$ cat src/hdl/pdt_pkg.sv
// Functional notes
// - secondary timer: 2^15 cycles, 2^10 when set
// - primary select bit stored, has no effect
// - expiry drop sets status; write one clears
// - expiry with enable raises error message
// - park on last master or own port
// - dynamic prefetch control off when bit set
// - completion prediction off when bit set
// - convert type0 to type1 if top nibble ones
// - converted cycles set address bit 0 to one, type1
// - mode 00 one line, 10 full, reset 10
// - mode 01 keeps data on own disconnect
// - mode 11 keeps data on any termination
package pdt_pkg;
  // ----------------------------------------
  // register offsets (byte addresses)
  // ----------------------------------------
  localparam logic [7:0] PDT_OFS_BRIDGE = 8'h3c;
  localparam logic [7:0] PDT_OFS_PREFETCH = 8'h40;
  localparam logic [7:0] PDT_OFS_IRQ_STATUS = 8'h80;
  localparam logic [7:0] PDT_OFS_IRQ_CLEAR = 8'h84;
  localparam logic [7:0] PDT_OFS_IRQ_ENABLE = 8'h88;
  // ----------------------------------------
  // field positions
  // ----------------------------------------
  localparam int PDT_BIT_PRI_SEL = 24;
  localparam int PDT_BIT_SEC_SEL = 25;
  localparam int PDT_BIT_TO_STATUS = 26;
  localparam int PDT_BIT_ERR_EN = 27;
  localparam int PDT_BIT_PARK = 0;
  localparam int PDT_BIT_DYN_DIS = 1;
  localparam int PDT_BIT_PRED_DIS = 2;
  localparam int PDT_BIT_CFG_CONV = 3;
  localparam int PDT_BIT_RM_LO = 4;
  // ----------------------------------------
  // reset values and modes
  // ----------------------------------------
  localparam logic [1:0] PDT_RM_ONE_LINE = 2'h0;
  localparam logic [1:0] PDT_RM_KEEP_OWN = 2'h1;
  localparam logic [1:0] PDT_RM_FULL = 2'h2;
  localparam logic [1:0] PDT_RM_KEEP_ANY = 2'h3;
  localparam logic [15:0] PDT_PREFETCH_RESET = 16'h0020;
  localparam logic [31:0] PDT_BRIDGE_RESET = 32'h00000000;
  // ----------------------------------------
  // timing
  // ----------------------------------------
  localparam int PDT_LONG_EXP = 15;
  localparam int PDT_SHORT_EXP = 10;
  localparam int PDT_TIMER_W = 16;
  localparam logic [31:0] PDT_UNMAPPED_DATA = 32'h00000000;

  typedef struct packed {
    logic valid;
    logic [31:0] addr;
    logic type1;
  } pdt_cfg_type;

  typedef struct packed {
    logic avail;
    logic repeat_seen;
    logic own_disc;
    logic master_term;
  } pdt_cpl_type;
endpackage

$ cat src/hdl/pdt_ctl.sv
`timescale 1ns/10ps
`default_nettype none
module pdt_ctl
  import pdt_pkg::*;
#(
  parameter int LONG_CYCLES = 32768,
  parameter int SHORT_CYCLES = 1024,
  parameter int MASTERS = 4
)(
  // clock and reset
  input wire logic clk,
  input wire logic rst,
  // avalon-mm slave
  input wire logic [7:0] avs_address,
  input wire logic avs_read,
  input wire logic avs_write,
  input wire logic [31:0] avs_writedata,
  input wire logic [3:0] avs_byteenable,
  output logic [31:0] avs_readdata,
  output logic avs_waitrequest,
  // delayed completion events
  input wire pdt_cpl_type cpl_in,
  // config cycle in and out
  input wire pdt_cfg_type cfg_in,
  output pdt_cfg_type cfg_out,
  // arbiter
  input wire logic [MASTERS-1:0] arb_req,
  input wire logic arb_bus_idle,
  output logic [MASTERS:0] arb_park_gnt,
  // prefetch controls
  output logic dyn_prefetch_en,
  output logic cpl_predict_en,
  output logic [1:0] read_multiple_mode,
  output logic full_prefetch,
  output logic keep_leftover,
  output logic cpl_discard,
  // error and interrupt
  output logic err_msg_req,
  output logic system_error_out_n,
  output logic irq
);
  // ----------------------------------------
  // registers
  // ----------------------------------------
  logic [31:0] bridge_control_upper_reg;
  logic [15:0] pci_prefetch_control_reg;
  logic [1:0] irq_status_reg;
  logic [1:0] irq_enable_reg;
  logic [PDT_TIMER_W-1:0] timer_reg;
  logic timer_run_reg;
  logic [MASTERS:0] last_gnt_reg;
  logic ack_reg;
  logic [PDT_TIMER_W-1:0] limit;
  logic expire;
  logic wr_hit;
  logic [1:0] rm;
  logic conv_hit;

  function automatic logic hit(input logic [7:0] a, input logic [7:0] o);
    return a == o;
  endfunction

  // ----------------------------------------
  // bus slave: one wait cycle per access
  // ----------------------------------------
  assign avs_waitrequest = (avs_read | avs_write) & ~ack_reg;
  assign wr_hit = avs_write & ack_reg;

  always_ff @(posedge clk)
  begin
    if (rst)
      ack_reg <= 1'b0;
    else
      ack_reg <= (avs_read | avs_write) & ~ack_reg;
  end

  always_ff @(posedge clk)
  begin
    if (rst)
      avs_readdata <= PDT_UNMAPPED_DATA;
    else if (avs_read & ~ack_reg)
    begin
      if (hit(avs_address, PDT_OFS_BRIDGE))
        avs_readdata <= bridge_control_upper_reg;
      else if (hit(avs_address, PDT_OFS_PREFETCH))
        avs_readdata <= {16'h0000, pci_prefetch_control_reg};
      else if (hit(avs_address, PDT_OFS_IRQ_STATUS))
        avs_readdata <= {30'h00000000, irq_status_reg};
      else if (hit(avs_address, PDT_OFS_IRQ_ENABLE))
        avs_readdata <= {30'h00000000, irq_enable_reg};
      else
        avs_readdata <= PDT_UNMAPPED_DATA;
    end
  end

  // ----------------------------------------
  // bridge control upper bits
  // ----------------------------------------
  always_ff @(posedge clk)
  begin
    if (rst)
      bridge_control_upper_reg <= PDT_BRIDGE_RESET;
    else
    begin
      if (wr_hit && hit(avs_address, PDT_OFS_BRIDGE) && avs_byteenable[3])
      begin
        bridge_control_upper_reg[PDT_BIT_PRI_SEL] <= avs_writedata[PDT_BIT_PRI_SEL];
        bridge_control_upper_reg[PDT_BIT_SEC_SEL] <= avs_writedata[PDT_BIT_SEC_SEL];
        bridge_control_upper_reg[PDT_BIT_ERR_EN] <= avs_writedata[PDT_BIT_ERR_EN];
      end
      // set wins over write-one clear
      if (expire)
        bridge_control_upper_reg[PDT_BIT_TO_STATUS] <= 1'b1;
      else if (wr_hit && hit(avs_address, PDT_OFS_BRIDGE) && avs_byteenable[3]
               && avs_writedata[PDT_BIT_TO_STATUS])
        bridge_control_upper_reg[PDT_BIT_TO_STATUS] <= 1'b0;
    end
  end

  // ----------------------------------------
  // prefetch control
  // ----------------------------------------
  always_ff @(posedge clk)
  begin
    if (rst)
      pci_prefetch_control_reg <= PDT_PREFETCH_RESET;
    else if (wr_hit && hit(avs_address, PDT_OFS_PREFETCH) && avs_byteenable[0])
      pci_prefetch_control_reg[5:0] <= avs_writedata[5:0];
  end

  assign rm = pci_prefetch_control_reg[PDT_BIT_RM_LO +: 2];
  assign read_multiple_mode = rm;
  assign dyn_prefetch_en = ~pci_prefetch_control_reg[PDT_BIT_DYN_DIS];
  assign cpl_predict_en = ~pci_prefetch_control_reg[PDT_BIT_PRED_DIS];
  assign full_prefetch = (rm != PDT_RM_ONE_LINE);

  always_comb
  begin
    unique case (rm)
      PDT_RM_KEEP_OWN: keep_leftover = cpl_in.own_disc;
      PDT_RM_KEEP_ANY: keep_leftover = cpl_in.own_disc | cpl_in.master_term;
      default: keep_leftover = 1'b0;
    endcase
  end

  // ----------------------------------------
  // discard timer
  // ----------------------------------------
  assign limit = bridge_control_upper_reg[PDT_BIT_SEC_SEL]
               ? PDT_TIMER_W'(SHORT_CYCLES - 1)
               : PDT_TIMER_W'(LONG_CYCLES - 1);
  assign expire = timer_run_reg & ~cpl_in.repeat_seen & (timer_reg == limit);
  assign cpl_discard = expire;

  always_ff @(posedge clk)
  begin
    if (rst)
    begin
      timer_run_reg <= 1'b0;
      timer_reg <= '0;
    end
    else if (cpl_in.repeat_seen || expire)
    begin
      timer_run_reg <= 1'b0;
      timer_reg <= '0;
    end
    else if (cpl_in.avail && !timer_run_reg)
    begin
      timer_run_reg <= 1'b1;
      timer_reg <= '0;
    end
    else if (timer_run_reg)
      timer_reg <= timer_reg + 1'b1;
  end

  // ----------------------------------------
  // error message
  // ----------------------------------------
  always_ff @(posedge clk)
  begin
    if (rst)
    begin
      err_msg_req <= 1'b0;
      system_error_out_n <= 1'b1;
    end
    else
    begin
      err_msg_req <= expire & bridge_control_upper_reg[PDT_BIT_ERR_EN];
      system_error_out_n <= ~(expire & bridge_control_upper_reg[PDT_BIT_ERR_EN]);
    end
  end

  // ----------------------------------------
  // interrupts
  // ----------------------------------------
  always_ff @(posedge clk)
  begin
    if (rst)
    begin
      irq_status_reg <= 2'h0;
      irq_enable_reg <= 2'h0;
    end
    else
    begin
      if (wr_hit && hit(avs_address, PDT_OFS_IRQ_ENABLE))
        irq_enable_reg <= avs_writedata[1:0];
      irq_status_reg <= (irq_status_reg &
        ~((wr_hit && hit(avs_address, PDT_OFS_IRQ_CLEAR)) ? avs_writedata[1:0] : 2'h0))
        | {conv_hit, expire};
    end
  end
  assign irq = |(irq_status_reg & irq_enable_reg);

  // ----------------------------------------
  // config conversion
  // ----------------------------------------
  always_ff @(posedge clk)
  begin
    if (rst)
      cfg_out <= '0;
    else
    begin
      cfg_out <= cfg_in;
      if (pci_prefetch_control_reg[PDT_BIT_CFG_CONV] && !cfg_in.type1
          && (cfg_in.addr[31:28] == 4'hf))
      begin
        cfg_out.type1 <= 1'b1;
        cfg_out.addr[0] <= 1'b1;
      end
    end
  end

  // conversion really taken, for the status bit
  assign conv_hit = cfg_in.valid & pci_prefetch_control_reg[PDT_BIT_CFG_CONV] & ~cfg_in.type1
                  & (cfg_in.addr[31:28] == 4'hf);

  // ----------------------------------------
  // arbiter parking
  // ----------------------------------------
  always_ff @(posedge clk)
  begin
    if (rst)
      last_gnt_reg <= (MASTERS+1)'(1);
    else if (|arb_req)
      last_gnt_reg <= {arb_req & (~arb_req + 1'b1), 1'b0};
  end
  assign arb_park_gnt = !arb_bus_idle ? '0
    : pci_prefetch_control_reg[PDT_BIT_PARK] ? (MASTERS+1)'(1) : last_gnt_reg;
endmodule // pdt_ctl
`default_nettype wire

$ cat config.mk
export PLATFORM = sky130hd
export DESIGN_NAME = pdt_ctl
export DESIGN_NICKNAME = d
export VERILOG_FILES = /design/src/hdl/pdt_pkg.sv /design/src/hdl/pdt_ctl.sv
export SDC_FILE = /design/constraint.sdc
export NUM_CORES = 1
export LEC_CHECK = 0
export BUFFER_PORTS_ARGS = -buffer_cell sky130_fd_sc_hd__buf_2
export CAP_MARGIN = 20
export CELL_PAD_IN_SITES_DETAIL_PLACEMENT = 0
export CELL_PAD_IN_SITES_GLOBAL_PLACEMENT = 1
export CORE_UTILIZATION = 34
export CTS_BUF_LIST = sky130_fd_sc_hd__clkbuf_8 sky130_fd_sc_hd__clkbuf_16
export DETAILED_ROUTE_END_ITERATION = 12
export GPL_ROUTABILITY_DRIVEN = 0
export PLACE_DENSITY_LB_ADDON = 0.15
export SLEW_MARGIN = 40
export SYNTH_ARGS = -nofsm -noshare
export SYNTH_HDL_FRONTEND = slang
export SYNTH_SLANG_ARGS = --single-unit
$ cat constraint.sdc
create_clock -name clk -period 4.25 [get_ports clk]
set_input_delay 0.2125 -clock clk [delete_from_list [all_inputs] [get_ports clk]]
set_output_delay 0.2125 -clock clk [all_outputs]
set_load 0.05 [all_outputs]
==> metrics.yaml, run 1 <==
viasPerCell: 4.48
end_kind: "output pin"
drive_gt1_share_pct: 32.1
highest_layer: "met4"
syn_inst: 342
stdcell_area_mm2: 0.00414
fin_nets: 558
setup_violations: 0
cts.reportedPaths.clkPinSlew_ns: 0.09
place_area_mm2: 0.00392
synth-edff-count: 0
clk_latency_ns: 0.35
core_area_mm2: 0.00924
peakVddDrop_v: 0.000190
fin_setup_tns_ns: 0
synth_top_area_share_pct: 51.0
ant_nets: 0
n_antenna_cell: 0
synth.distinct_cells: 42
async_flop_share_pct: 0
status: "finished, final reports clean"
grt_max_degree: 58
ys_warn_count: 0
yosysTopAreaCell: "dfxtp_1"
wl_met1_um: 3450
yosys_most_used_dff: "dfxtp_1"
p_leak_nw: 1.79
utilization_pct: 44.8
htreeDepth: 3
antenna_found_initial: 0
final.setup.worst_slack_ns: 1.94
post-route-min-period_ns: 2.31
grt_pass1_vias: 2622
slew_viol_final: 0
numCtsBuffers: 9
io_pins: 173
post_drt_wl_per_cell_um: 12.4
dpl.cell_count: 584
drt_iter0_drc: 96
post-place-ws_ns: 1.98
startpoint_type: "register"
timing.fmax_mhz: 432
drc_errors: 0
p_per_area_mw_per_mm2: 399
synthToLayoutAreaGrowth_pct: 27.2
num-fill-cells: 951
grt_overflow: 0
tightest_slew_ns: 0.804
wl_met2_um: 3260
die_h_um: 99.9
largest_reg_flops: 34
worst_ep_arrival_time_ns: 2.10
grt_pass1_wl_um: 12000
yosysSeqAreaShare_pct: 51.0
finalCritPeriodShare_pct: 54.4
clk_path_buf_depth: 2
hold_viol_final: 0
initial_utilization_pct: 35.2
io_buffer_count: 126
max_slew_margin_pct: 46.4
whs_ns: 0.0644
worstSetupPathType: "register to output pin"
synth_area_leaders: "dfxtp_1, nor2b_1, buf_4"
cts_tree: "built"
postCtsSetupBuffers: 0
postCtsHoldBufs: 0
wl_um: 7470
path_max_fanout: 8
die_w_um: 99.9
avgSynthCellArea_um2: 9.52
grt_setup_unrepaired: "false"
place_hpwl_um: 5440
globalRouteTotalUtil_pct: 15.6
synth_area_mm2: 0.00326
synth-seq-cells: 83
ctsResizeCount: 0
critPathRequiredTime_ns: 4.04
cts_root_buffer: "clkbuf_8"
via_count: 2689
dieArea_mm2: 0.00997
wl_met3_um: 661
p_total_mw: 1.65
maxCapViolCount: 0
cts_num_sinks: 83
clock_skew_ns: 0.0122
drt_pass1_iterations: 4
worstHoldPathType: "input pin to register"
stdcell_count: 600
floorplan.rows: 35
[critical path, stage by stage, from the launching register on]
cell and delay, ns:
dfxtp_1 0.38, ha_1 0.18, nand4_1 0.29, or4_1 0.51, a21oi_1 0.12, buf_2 0.27
[worst paths after layout]
| check | from | to | slack, ns | cells after the start |
|---|---|---|---|---|
| max | timer_reg[0] | cpl_discard | 1.94 | 5 |
| min | cfg_in[11] | cfg_out[11] | 0.06 | 2 |
| max reg2reg | timer_reg[0] | err_msg_req | 2.02 | 5 |
| min reg2reg | bridge_control_upper_reg[27] | system_error_out_n | 0.43 | 1 |
[logic make-up after synthesis]
| family | share of synthesized area [%] |
|---|---|
| flops | 51.0 |
| buf+inv | 7.53 |
| mux | 4.92 |
| other cells | 0.115 |
| simple gates | 26.4 |
| xor+xnor | 3.23 |
| fa+ha+maj | 0.384 |
| compound gates | 6.42 |
[area by class of cell]
cell class / instances / area [um2] / area share (%)
Clock inverter: 7 / 100 / 2.42
Timing Repair Buffer: 127 / 638 / 15.4
Tap cell: 129 / 161 / 3.90
Sequential cell: 83 / 1660 / 40.1
Clock buffer: 9 / 124 / 2.99
Multi-Input combinational cell: 240 / 1440 / 34.7
Inverter: 5 / 18.8 / 0.453
[placed cells by master (no fill, tap or decap), types with 7 or more instances in the layout]
master    synthesis  final
conb_1            1     22
a21oi_1          15     15
nor3_1           15     15
mux2i_1          16     16
buf_2             1    126
nor4_1           10      9
clkbuf_8          0      9
nand2_1          20     20
nand4_1          10     10
nor2b_1          37     37
dfxtp_1          83     83
nor2_1           31     31
nand3_1           7      7
xnor2_1           9      9
[metal layers]
| metal | global-route usage [%] | up-vias |
|---|---|---|
| met5 | 0 | - |
| met2 | 24.8 | 115 |
| li1 | - | 1380 |
| met4 | 7.47 | 0 |
| met1 | 19.0 | 1185 |
| met3 | 5.36 | 9 |
[cell usage after synthesis (all sizes together), types with 5 or more instances]
master / number
mux2i: 16
clkbuf: 7
nor2b: 37
o21ai: 7
buf: 28
xnor2: 9
nor4: 11
nand4: 10
nand3: 7
nor2: 31
a21oi: 16
dfxtp: 83
nand2: 20
inv: 5
nor3: 15
[where the power goes]
| group | total [mW] | switching [mW] | internal (mW) |
|---|---|---|---|
| sequential | 0.805 | 0.00714 | 0.797 |
| clock | 0.634 | 0.298 | 0.336 |
| combinational | 0.216 | 0.163 | 0.0529 |
Note: power is estimated with default switching activity, not from simulation.
==> run 2, diff against run 1 <==
CORE_UTILIZATION = 32   (was 34)
clock period = 2.3 ns   (was 4.25 ns; I/O delays follow)
==> metrics.yaml, run 2 (synthesized netlist as in run 1, its figures left out) <==
io_pins: 173  # unchanged
io_buffer_count: 126  # unchanged
p_int_mw: 2.18  # +84%
r2r_start: "timer_reg[4]"
globalRouteTotalUtil_pct: 15.8  # +0.15 points
hp-start: "avs_writedata[25]"
end_kind: "output pin"
die_w_um: 103  # +3.0%
drc_errors: 0  # unchanged
final_common_cell: "buf_2"
status: "finished, final reports clean"
core_area_mm2: 0.00982  # +6.3%
startpoint_type: "register"
wl_met2_um: 3770  # +16%
grt_pass1_wl_um: 12800  # +6.4%
swShare_pct: 28.1  # -0.22 points
stdcell_count: 653  # +8.8%
post-route-min-period_ns: 2.10
slew_viol_final: 0  # unchanged
fin_nets: 607  # +8.8%
p_switching_uw: 851  # +82%
finalCritPeriodShare_pct: 91.3
critPathRequiredTime_ns: 2.18  # -1.86 ns
ant_nets: 0  # unchanged
power.share.clock_pct: 36.0  # -2.3 points
highest_layer: "met4"
grt_max_degree: 57  # -1.7%
wl_um: 8270  # +11%
drive_gt1_share_pct: 30.6  # -1.5 points
grt_setup_unrepaired: "false"
maxCapViolCount: 0  # unchanged
worstSetupPathType: "register to output pin"
worstHoldPathType: "input pin to register"
tightest_slew_ns: 0.712  # -0.0920 ns
cts_num_sinks: 83  # unchanged
p_total_mw: 3.03  # +83%
hold_viol_final: 0  # unchanged
via_count: 2945  # +9.5%
dieArea_mm2: 0.0106  # +6.1%
place_hpwl_um: 5690  # +4.5%
grt_pass1_vias: 2739  # +4.5%
p_per_area_mw_per_mm2: 660  # +65%
wl_met1_um: 3690  # +6.9%
dpl.cell_count: 595  # +1.9%
initial_utilization_pct: 33.2  # -2.1 points
fin_setup_tns_ns: 0  # unchanged
cts.reportedPaths.clkPinSlew_ns: 0.09  # about the same
wl_met3_um: 723  # +9.4%
cts_root_buffer: "clkbuf_8"
floorplan.rows: 36  # +2.9%
cp-startpoint: "timer_reg[4]"
timing.fmax_mhz: 476
cts_tree: "built"
peakVddDrop_v: 0.000302  # +59%
max_slew_margin_pct: 52.6  # +6.1 points
comb_power_share_pct: 15.0  # +2.0 points
post_drt_wl_per_cell_um: 12.7  # +1.7%
setup_violations: 0  # unchanged
p_seq_share_pct: 49.0  # +0.4 points
clk_path_buf_depth: 2  # unchanged
die_h_um: 103  # +3.0%
htreeDepth: 3  # unchanged
viasPerCell: 4.51  # +0.63%
largest_reg_flops: 34  # unchanged
clock_skew_ns: 0.00725  # -0.00500 ns
numCtsBuffers: 9  # unchanged
grt_overflow: 0  # unchanged
synthToLayoutAreaGrowth_pct: 41.2
whs_ns: 0.0202  # -0.0442 ns
mostFrequentLayoutCells: "buf_2, dfxtp_1, dlygate4sd3_1, nor2b_1, nor2_1"
worst_ep_arrival_time_ns: 1.98  # -0.12 ns
drt_iter0_drc: 115  # +20%
path_max_fanout: 5  # -3
antenna_found_initial: 0  # unchanged
n_antenna_cell: 0  # unchanged
p_leak_nw: 2.01  # +12%
clk_latency_ns: 0.35  # about the same
drt_pass1_iterations: 4  # unchanged
## run 2: layer usage
layer,up-vias,GRT usage (%)
li1,1474,-
met1,1346,19.4
met2,116,25.1
met3,9,6.37
met4,0,5.20
met5,-,0
## run 2: area by class of cell
type / count / area, um2
well taps: 133 / 166
inverters: 5 / 18.8
multi-input cells: 240 / 1430
flip-flops and latches: 83 / 1660
clock buffers: 11 / 151
clock inverters: 5 / 60.1
fillers: 997 / 5220
repair buffers: 176 / 1110
## run 2: final timing paths
kind | cells after the start | end | slack [ns]
max | 4 | cpl_discard | 0.20
min | 3 | bridge_control_upper_reg[25] | 0.02
min reg2reg | 2 | avs_readdata[24] | 0.45
max reg2reg | 6 | timer_reg[2] | 0.30
## run 2: power groups by stage
stage | sequential, mW | clock, mW | combinational, mW
5_1_grt | 1.49 | 1.19 | 0.484
4_1_cts | 1.49 | 1.13 | 0.456
2_1_floorplan | 1.63 | 0 | 0.197
6_report | 1.49 | 1.09 | 0.456
3_3_place_gp | 1.52 | 0 | 0.402
3_5_place_dp | 1.52 | 0 | 0.405
## run 2: through the flow
step,worst slack (ns),cell area [um2],utilization [%]
2_1_floorplan,0.246,3330,-
3_3_place_gp,0.397,3970,40.4
3_5_place_dp,0.401,3970,40.4
4_1_cts,0.110,4580,46.6
5_1_grt,0.0623,4600,46.8
6_report,0.201,4600,46.8
## run 2: critical path, cell delays in order, from the launching register on
cell and delay (ns):
dfxtp_1 0.41, nand4_1 0.23, or4_1 0.57, a21oi_1 0.15, buf_2 0.28
## run 2: timing repair
| item | in CTS | in global routing |
|---|---|---|
| endpoints found under the setup margin | 0 | 1 |
| hold endpoints to repair | 40 | 0 |
| hold buffers | 40 | 0 |
| buffers inserted | 0 | 2 |
| gates resized for setup | 0 | 0 |
